## config.mk

```make
export PLATFORM = sky130hd
export DESIGN_NAME = uiifc_top
export DESIGN_NICKNAME = d
export VERILOG_FILES = /design/src/uiifc_top.v /design/src/uiifc_timeout.v /design/src/uiifc_prio.v
export VERILOG_INCLUDE_DIRS = /design/src
export SDC_FILE = /design/constraint.sdc
export NUM_CORES = 1
export LEC_CHECK = 0
export BUFFER_PORTS_ARGS = -buffer_cell sky130_fd_sc_hd__buf_4
export CAP_MARGIN = 20
export CORE_MARGIN = 2
export CORE_UTILIZATION = 30
export CTS_CLUSTER_SIZE = 30
export DETAILED_ROUTE_END_ITERATION = 8
export PLACE_DENSITY_LB_ADDON = 0.3
export SLEW_MARGIN = 25
export SYNTH_ARGS = -nofsm -noshare
export SYNTH_HDL_FRONTEND = slang
export SYNTH_SLANG_ARGS = --single-unit
```

## constraint.sdc

```tcl
create_clock -name clk_i -period 3.4 [get_ports clk_i]
set_clock_uncertainty 0.15 [all_clocks]
set_input_delay 0 -clock clk_i [delete_from_list [all_inputs] [get_ports clk_i]]
set_output_delay 0 -clock clk_i [all_outputs]
set_load 0.01 [all_outputs]
```

## src/uiifc_map.vh

```
// register map and constants for the uart interrupt identification and fifo control block
`ifndef UIIFC_MAP_VH
`define UIIFC_MAP_VH
// ----------------------------------------
// register addresses (byte, word aligned)
// ----------------------------------------
`define UIIFC_ADDR_W 8
`define UIIFC_A_IDENT 8'h08
`define UIIFC_A_LSTAT 8'h14
`define UIIFC_A_IRQ_EN 8'h04
`define UIIFC_A_EVT_STAT 8'h40
`define UIIFC_A_EVT_MASK 8'h44
`define UIIFC_A_CHAR_TIME 8'h48
// ----------------------------------------
// fifo control fields
// ----------------------------------------
`define UIIFC_FC_EN 0
`define UIIFC_FC_RX_FIFO_CLEAR 1
`define UIIFC_FC_TX_FIFO_CLEAR 2
`define UIIFC_FC_DMA 3
`define UIIFC_FC_TL_LO 6
`define UIIFC_FC_TL_HI 7
// ----------------------------------------
// identification codes (bits 3..0) and fifo-on value (bits 7..6)
// ----------------------------------------
`define UIIFC_ID_NONE 4'h1
`define UIIFC_ID_LINE 4'h6
`define UIIFC_ID_RXDATA 4'h4
`define UIIFC_ID_TIMEOUT 4'hC
`define UIIFC_ID_THRE 4'h2
`define UIIFC_ID_FIFO_ON 2'h3
// ----------------------------------------
// irq enable bits
// ----------------------------------------
`define UIIFC_IE_RX 0
`define UIIFC_IE_THRE 1
`define UIIFC_IE_LINE 2
// ----------------------------------------
// trigger levels and timeout
// ----------------------------------------
`define UIIFC_TL0 5'h01
`define UIIFC_TL1 5'h04
`define UIIFC_TL2 5'h08
`define UIIFC_TL3 5'h0E
`define UIIFC_CHAR_TIMES 3'h4
`define UIIFC_CHAR_TIME_RST 16'h0457
`define UIIFC_CNT_W 5
`endif

```

## src/uiifc_top.v

```verilog
// uart interrupt identification and fifo control block
// Notes on behaviour
// line errors raise top priority code 0110
// overrun line interrupt clears on status read
// error interrupt holds until bad chars read
// non-fifo data ready 0100, clears on read
// fifo data ready at trigger level
// four idle char times reassert data ready
// fifo timeout code 1100 after idle chars
// timeout clears on read, arrival, receiver reset
// tx empty code 0010, cleared by write
// first reader, cpu or dma, clears
// shared address: read ident, write control
// other control bits ignored unless enabled
// software always writes dma bit as one
// control field layout: tl, dma, clears, enable
// clears self-clear; control resets to zero
// clear empties fifo count, not shifter
// trigger codes select 1,4,8,14 bytes
// highest pending reported, else 0001
`timescale 1ns/1ps
`default_nettype none
`include "uiifc_map.vh"
module uiifc_top (
  // clock, reset, enable
  input wire clk_i,
  input wire arst_n_i,
  input wire clk_en_i,
  // register port
  input wire [7:0] addr_i,
  input wire [31:0] wdata_i,
  input wire wr_i,
  input wire rd_i,
  output reg [31:0] rdata_o,
  // receive path events
  input wire rx_push_i,
  input wire [1:0] rx_push_err_i,
  input wire rx_overrun_i,
  input wire rx_dma_rd_i,
  input wire rx_cpu_rd_i,
  input wire rx_top_err_i,
  input wire receiver_reset_bit_i,
  // transmit path events
  input wire tx_write_i,
  input wire tx_pop_i,
  // fifo control outputs
  output reg fifo_enable_bit_o,
  output reg dma_handshake_bit_o,
  output reg [1:0] rx_trigger_level_o,
  output reg rx_fifo_clear_o,
  output reg tx_fifo_clear_o,
  output reg [4:0] rx_count_o,
  output reg [4:0] tx_count_o,
  // interrupt
  output reg irq_o
);
  // ----------------------------------------
  // functions
  // ----------------------------------------
  function [4:0] trig_bytes;
    input [1:0] sel;
    begin
      case (sel)
        2'h0: trig_bytes = `UIIFC_TL0;
        2'h1: trig_bytes = `UIIFC_TL1;
        2'h2: trig_bytes = `UIIFC_TL2;
        default: trig_bytes = `UIIFC_TL3;
      endcase
    end
  endfunction

  function [4:0] step_count;
    input [4:0] cnt;
    input inc;
    input dec;
    begin
      if (inc && !dec) begin
        step_count = cnt + 5'h01;
      end else if (dec && !inc && cnt != 5'h00) begin
        step_count = cnt - 5'h01;
      end else begin
        step_count = cnt;
      end
    end
  endfunction

  // ----------------------------------------
  // state
  // ----------------------------------------
  reg [2:0] irq_en_q;
  reg [3:0] evt_stat_q;
  reg [3:0] evt_mask_q;
  reg [15:0] char_time_q;
  reg overrun_q;
  reg [4:0] err_cnt_q;
  reg rx_full_q;
  reg thr_full_q;
  reg rearm_q;
  reg [3:0] prev_pend_q;
  reg rxrst_q;
  reg tmo_prev_q;

  wire wr_ident = wr_i && addr_i == `UIIFC_A_IDENT;
  wire rd_lstat = rd_i && addr_i == `UIIFC_A_LSTAT;
  wire rx_rd = rx_cpu_rd_i || rx_dma_rd_i;
  wire rx_clr = rx_fifo_clear_o;
  wire tx_clr = tx_fifo_clear_o;
  wire timed_out;

  // ----------------------------------------
  // pending conditions
  // ----------------------------------------
  wire line_pend = irq_en_q[`UIIFC_IE_LINE] && (overrun_q || err_cnt_q != 5'h00);
  wire rx_level = fifo_enable_bit_o ? (rx_count_o >= trig_bytes(rx_trigger_level_o))
                                    : rx_full_q;
  wire data_pend = irq_en_q[`UIIFC_IE_RX] && (rx_level || rearm_q);
  wire tout_pend = irq_en_q[`UIIFC_IE_RX] && fifo_enable_bit_o && timed_out;
  wire tx_empty = fifo_enable_bit_o ? (tx_count_o == 5'h00) : !thr_full_q;
  wire thre_pend = irq_en_q[`UIIFC_IE_THRE] && tx_empty;
  wire [3:0] id_code;
  wire [3:0] pend_vec = {thre_pend, tout_pend, data_pend, line_pend};
  wire [3:0] pend_rise = pend_vec & ~prev_pend_q;

  // ----------------------------------------
  // submodules
  // ----------------------------------------
  uiifc_timeout u_tmo (
    .clk_i(clk_i),
    .arst_n_i(arst_n_i),
    .en_i(clk_en_i),
    .active_i(fifo_enable_bit_o && rx_count_o != 5'h00 && !rxrst_q),
    .activity_i(rx_push_i || rx_rd || rx_clr),
    .char_cycles_i(char_time_q),
    .expired_o(timed_out)
  );

  uiifc_prio u_prio (
    .line_i(line_pend),
    .timeout_i(tout_pend),
    .rxdata_i(data_pend),
    .thre_i(thre_pend),
    .code_o(id_code)
  );

  // ----------------------------------------
  // fifo control register
  // ----------------------------------------
  always @(posedge clk_i or negedge arst_n_i) begin
    if (!arst_n_i) begin
      fifo_enable_bit_o <= 1'b0;
      dma_handshake_bit_o <= 1'b0;
      rx_trigger_level_o <= 2'h0;
      rx_fifo_clear_o <= 1'b0;
      tx_fifo_clear_o <= 1'b0;
    end else if (clk_en_i) begin
      rx_fifo_clear_o <= 1'b0;
      tx_fifo_clear_o <= 1'b0;
      if (wr_ident) begin
        fifo_enable_bit_o <= wdata_i[`UIIFC_FC_EN];
        // other fields only load while fifos were already enabled
        if (fifo_enable_bit_o) begin
          rx_trigger_level_o <= wdata_i[`UIIFC_FC_TL_HI:`UIIFC_FC_TL_LO];
          dma_handshake_bit_o <= wdata_i[`UIIFC_FC_DMA];
          rx_fifo_clear_o <= wdata_i[`UIIFC_FC_RX_FIFO_CLEAR];
          tx_fifo_clear_o <= wdata_i[`UIIFC_FC_TX_FIFO_CLEAR];
        end
      end
    end
  end

  // ----------------------------------------
  // fifo counters and receive status
  // ----------------------------------------
  always @(posedge clk_i or negedge arst_n_i) begin
    if (!arst_n_i) begin
      rx_count_o <= 5'h00;
      tx_count_o <= 5'h00;
      rx_full_q <= 1'b0;
      thr_full_q <= 1'b0;
      overrun_q <= 1'b0;
      err_cnt_q <= 5'h00;
      rxrst_q <= 1'b0;
    end else if (clk_en_i) begin
      rxrst_q <= !receiver_reset_bit_i;
      // clearing only the counters; the shifters live outside this block
      if (rx_clr || !fifo_enable_bit_o) begin
        rx_count_o <= 5'h00;
      end else begin
        rx_count_o <= step_count(rx_count_o, rx_push_i, rx_rd);
      end
      if (tx_clr || !fifo_enable_bit_o) begin
        tx_count_o <= 5'h00;
      end else begin
        tx_count_o <= step_count(tx_count_o, tx_write_i, tx_pop_i);
      end
      // set wins over clear for the full and overrun flags; the fifo clear still empties the error count
      if (rx_push_i) begin
        rx_full_q <= 1'b1;
      end else if (rx_rd) begin
        rx_full_q <= 1'b0;
      end
      if (tx_write_i) begin
        thr_full_q <= 1'b1;
      end else if (tx_pop_i) begin
        thr_full_q <= 1'b0;
      end
      if (rx_overrun_i) begin
        overrun_q <= 1'b1;
      end else if (rd_lstat) begin
        overrun_q <= 1'b0;
      end
      if (rx_clr) begin
        err_cnt_q <= 5'h00;
      end else begin
        err_cnt_q <= step_count(err_cnt_q, rx_push_i && rx_push_err_i != 2'h0,
                                rx_rd && rx_top_err_i);
      end
    end
  end

  // ----------------------------------------
  // data-ready rearm after idle
  // ----------------------------------------
  always @(posedge clk_i or negedge arst_n_i) begin
    if (!arst_n_i) begin
      rearm_q <= 1'b0;
      tmo_prev_q <= 1'b0;
    end else if (clk_en_i) begin
      tmo_prev_q <= timed_out;
      // only the expiry edge rearms; a stale expiry must not outlive the access that ends it
      if (timed_out && !tmo_prev_q && fifo_enable_bit_o) begin
        rearm_q <= 1'b1;
      end else if (rx_rd || rx_push_i || rx_clr) begin
        rearm_q <= 1'b0;
      end
    end
  end

  // ----------------------------------------
  // registers, events and interrupt
  // ----------------------------------------
  always @(posedge clk_i or negedge arst_n_i) begin
    if (!arst_n_i) begin
      irq_en_q <= 3'h0;
      evt_stat_q <= 4'h0;
      evt_mask_q <= 4'h0;
      char_time_q <= `UIIFC_CHAR_TIME_RST;
      prev_pend_q <= 4'h0;
      rdata_o <= 32'h00000000;
      irq_o <= 1'b0;
    end else if (clk_en_i) begin
      prev_pend_q <= pend_vec;
      // a rising source beats a same-cycle write-one clear
      if (wr_i && addr_i == `UIIFC_A_EVT_STAT) begin
        evt_stat_q <= (evt_stat_q & ~wdata_i[3:0]) | pend_rise;
      end else begin
        evt_stat_q <= evt_stat_q | pend_rise;
      end
      if (wr_i && addr_i == `UIIFC_A_IRQ_EN) begin
        irq_en_q <= wdata_i[2:0];
      end
      if (wr_i && addr_i == `UIIFC_A_EVT_MASK) begin
        evt_mask_q <= wdata_i[3:0];
      end
      if (wr_i && addr_i == `UIIFC_A_CHAR_TIME) begin
        char_time_q <= wdata_i[15:0];
      end
      irq_o <= |(evt_stat_q & evt_mask_q);
      rdata_o <= 32'h00000000;
      if (rd_i) begin
        case (addr_i)
          `UIIFC_A_IDENT: begin
            rdata_o <= {24'h000000, fifo_enable_bit_o ? `UIIFC_ID_FIFO_ON : 2'h0, 2'h0,
                        id_code};
          end
          `UIIFC_A_IRQ_EN: rdata_o <= {29'h00000000, irq_en_q};
          `UIIFC_A_LSTAT: rdata_o <= {26'h0000000, err_cnt_q != 5'h00, overrun_q,
                                      tx_empty, 1'b0, 1'b0, rx_level};
          `UIIFC_A_EVT_STAT: rdata_o <= {28'h0000000, evt_stat_q};
          `UIIFC_A_EVT_MASK: rdata_o <= {28'h0000000, evt_mask_q};
          `UIIFC_A_CHAR_TIME: rdata_o <= {16'h0000, char_time_q};
          default: rdata_o <= 32'h00000000;
        endcase
      end
    end
  end
endmodule
`default_nettype wire

```

## src/uiifc_timeout.v

```verilog
// idle timer that flags four character times of receive fifo inactivity
`timescale 1ns/1ps
`default_nettype none
`include "uiifc_map.vh"
module uiifc_timeout (
  // clock and reset
  input wire clk_i,
  input wire arst_n_i,
  input wire en_i,
  // control
  input wire active_i,
  input wire activity_i,
  input wire [15:0] char_cycles_i,
  // result
  output reg expired_o
);
  reg [15:0] cyc_q;
  reg [2:0] chars_q;

  always @(posedge clk_i or negedge arst_n_i) begin
    if (!arst_n_i) begin
      cyc_q <= 16'h0000;
      chars_q <= 3'h0;
      expired_o <= 1'b0;
    end else if (en_i) begin
      if (!active_i || activity_i) begin
        cyc_q <= 16'h0000;
        chars_q <= 3'h0;
        expired_o <= 1'b0;
      end else if (!expired_o) begin
        if (cyc_q >= char_cycles_i) begin
          cyc_q <= 16'h0000;
          chars_q <= chars_q + 3'h1;
          if (chars_q + 3'h1 == `UIIFC_CHAR_TIMES) begin
            expired_o <= 1'b1;
          end
        end else begin
          cyc_q <= cyc_q + 16'h0001;
        end
      end
    end
  end
endmodule
`default_nettype wire

```

## src/uiifc_prio.v

```verilog
// priority encoder producing the interrupt identification code
`timescale 1ns/1ps
`default_nettype none
`include "uiifc_map.vh"
module uiifc_prio (
  // pending sources
  input wire line_i,
  input wire timeout_i,
  input wire rxdata_i,
  input wire thre_i,
  // code
  output reg [3:0] code_o
);
  always @* begin
    if (line_i) begin
      code_o = `UIIFC_ID_LINE;
    end else if (timeout_i) begin
      code_o = `UIIFC_ID_TIMEOUT;
    end else if (rxdata_i) begin
      code_o = `UIIFC_ID_RXDATA;
    end else if (thre_i) begin
      code_o = `UIIFC_ID_THRE;
    end else begin
      code_o = `UIIFC_ID_NONE;
    end
  end
endmodule
`default_nettype wire

```

==> key figures <==
Pwr
  – Pwr dens: 393 nW/um^2
  – Maximum vdd ir drop: 237 uV
  – Power Total: 2640 uW
  – Leakage: 0.00318 uW

CTS
  – Max Buffers Root-to-Sink: 2
  – CTS root buf: clkbuf_16
  – Hold-fix buffers, CTS: 31
  – Clock transition at path regs: 0.07 ns
  – Setup repair bufs after CTS: 0
  – Clock Latency Late Sink: 0.35 ns
  – Sinks on Clock Net: 95
  – CTS Buf Count: 9
  – CTS tree: done
  – PostCTS Resize Cnt: 0
  – H-tree depth: 3

Placed design
  – Placed cells: 835
  – Final GP Congestion: 0.826
  – Post-Place Cell Area: 6110 um^2
  – Port Buffers: 71
  – DP HPWL: 10100 um

Worst setup path
  – Crit-path cells: dlygate4sd3_1 -> buf_4 -> nor2b_1 -> and3b_1 -> nand2_1 -> nor2_1 -> nand2_1 -> dlygate4sd3_1 -> o21ai_0 -> dlygate4sd3_1
  – Crit start category: input pin
  – Critical path peak fanout: 7
  – CP Capture Type: flop
  – Crit-path max cell delay: 0.56 ns
  – FF-to-FF End: u_tmo.cyc_q[1]$_DFFE_PN0P_
  – Slowest cell on crit path: dlygate4sd3_1
  – R2R depth: 8
  – WS Path Type: input pin to flop
  – WP data required: 3.54 ns
  – Worst r2r src: char_time_q[10]$_DFFE_PN1P_
  – CP Data Arrival Time: 2.97 ns
  – Worst R2R Setup Slack: 0.89 ns
  – Crit-path most repeated cell: dlygate4sd3_1

Logic synthesis
  – Synthesis Warnings: 0
  – Post-synth cell types: 67
  – Syn Inst Count: 547
  – Seq cells post-synth: 95
  – Post-synth EDFFs: 0
  – Async set-reset flop share out of synthesis: 100%
  – Top-count cell post-synth: dfrtp_1
  – Yosys top cell by area: dfrtp_1
  – Yosys top cell area share: 41.5%
  – Sequential area share after synthesis: 44.4%
  – Synth top cells by count: 89 x dfrtp_1, 56 x nand2_1, 47 x nor2_1, 44 x inv_1, 32 x ha_1
  – Synth top area cells: dfrtp_1 42%, ha_1 7.5%, nand2_1 3.9%
  – Mapped Area: 5370 um^2
  – Main flop type after synthesis: dfrtp_1
  – Synth Area per Inst: 9.81 um^2

Final layout
  – Post-layout net count: 742
  – Number of fillers in the final layout: 1748
  – Share of layout cells above drive strength 1: 18.6%
  – Area Overhead vs Synth: 24.9%
  – Post-route cell area: 6700 um^2
  – Post-route insts no fill: 882
  – Antenna diodes: 0
  – Multi-input gate area in the final layout: 2700 um^2
  – FF/Latch Area: 2380 um^2

Global routing
  – Pin count of the biggest net entering global routing: 54
  – Vias in the first global route: 4430
  – GR Overflow Total: 0
  – Initial antenna violation count: 0
  – GRT Overall Usage: 15.0%
  – First-pass GRT wire length: 22100 um

Drt
  – Drt first pass iters: 5
  – WL final: 13600 um
  – WL per Instance: 15.4 um
  – Via count: 4412
  – Via/cell ratio: 5.00
  – Post-route DRC: 0
  – Initial DRC count: 304
  – DRT antenna net count: 0

STA
  – Tightest Pin Transition: 0.710 ns
  – RSZ-0062 raised after global routing: false
  – Setup-failing EPs final: 0
  – TNS Setup: 0 ns
  – Final critical-path share of the clock period: 83.4%
  – Slew Limit Fails: 0
  – Final hold vios: 0
  – Period minus WS final: 2.84 ns
  – Slew HR: 52.6%
  – Fmax: 353 MHz
  – Hold slack final: 0.0480 ns

Floorplan
  – Die Wd: 138 um
  – Placeable Area: 17400 um^2
  – Die area: 19000 um^2
  – Starting density of the core: 30.8%
  – Ports: 104
  – Die H: 138 um
  – Cell Rows: 48

Run
  – Max cap viols: 0

Min path
  – Hold Path Cell Cnt: 4
  – Hold Startpoint: addr_i[4]
  – Type of the worst min-delay path: input pin to flop
  – WHS Endpoint: rdata_o[0]$_DFFE_PN0P_

Outcome
  – Outcome: complete, no violations
-- cells by family (layout without fill, tap and decap cells) --
group	Yosys count	after routing	synth area share (%)
simple gates	174	174	16.0
fa+ha+maj	35	35	8.58
xor+xnor	19	19	3.10
flops	95	95	44.4
buf+inv	73	168	6.27
compound gates	134	134	18.2
mux	16	16	3.38
other cells	1	16	0.0699
-- how the worst max path moves through the flow --
stage | depth (start not counted) | startpoint | endpoint
final | 10 | addr_i[2] | irq_en_q[1]$_DFFE_PN0P_
after global routing | 10 | addr_i[2] | irq_en_q[1]$_DFFE_PN0P_
after CTS | 10 | addr_i[2] | irq_en_q[1]$_DFFE_PN0P_
after detailed placement | 9 | char_time_q[10]$_DFFE_PN1P_ | u_tmo.chars_q[1]$_DFFE_PN0P_
after floorplan | 8 | char_time_q[10]$_DFFE_PN1P_ | u_tmo.chars_q[0]$_DFFE_PN0P_
after global placement | 8 | char_time_q[10]$_DFFE_PN1P_ | u_tmo.chars_q[0]$_DFFE_PN0P_
-- final cells by class --
cell class              count  area share, %
repair buffers            107           13.1
well taps                 225           4.20
clock inverters             4          0.429
clock buffers              12           3.83
inverters                  45           2.52
flip-flops and latches     95           35.6
multi-input cells         394           40.3
-- report_power, final --
part | leakage (uW) | total [uW] | switching [uW] | internal [uW]
Combinational | 0.00183 | 419 | 220 | 199
Sequential | 0.00122 | 1240 | 47.8 | 1190
Clock | 0.000135 | 981 | 443 | 538
-- state kept, by name, indices dropped and copies added (netlist names), 3 cells and up --
register       cells
evt_stat_q         4
err_cnt_q          5
u_tmo.chars_q      3
prev_pend_q        4
u_tmo.cyc_q       16
evt_mask_q         4
rx_count_o         5
irq_en_q           3
tx_count_o         5
char_time_q       16
rdata_o           16
-- layer usage --
| metal | GRT usage [%] | vias up | wire, um |
|---|---|---|---|
| li1 | - | 2128 | - |
| met1 | 20.0 | 2153 | 6230 |
| met2 | 24.3 | 109 | 6460 |
| met3 | 1.88 | 22 | 534 |
| met4 | 7.09 | 0 | 351 |
| met5 | 0 | - | 0 |
-- per-stage QoR --
step | setup slack [ns] | utilization, %
floorplan | 0.943 | -
finish | 0.564 | 38.5
global route | 0.367 | 38.5
global placement | 0.937 | 35.1
detailed placement | 0.901 | 35.1
CTS | 0.603 | 38.5
-- cells in the final DEF (no fill, tap or decap), drive strengths merged, types with 16 or more instances in the layout --
master / netlist / routed
ha: 32 / 32
o21ai: 35 / 35
conb: 1 / 16
buf: 20 / 76
nor2: 47 / 47
nand2: 56 / 56
dfrtp: 89 / 89
inv: 44 / 45
dlygate4sd3: 0 / 31
-- worst max-delay path: cells and delay by family --
kind                   cells  cell delay [ns]
AOI/OAI and AO/OA          1             0.06
buffers and inverters      4             1.78
and+or+nand+nor            5             1.13
Power figures use the tool's default switching activity.
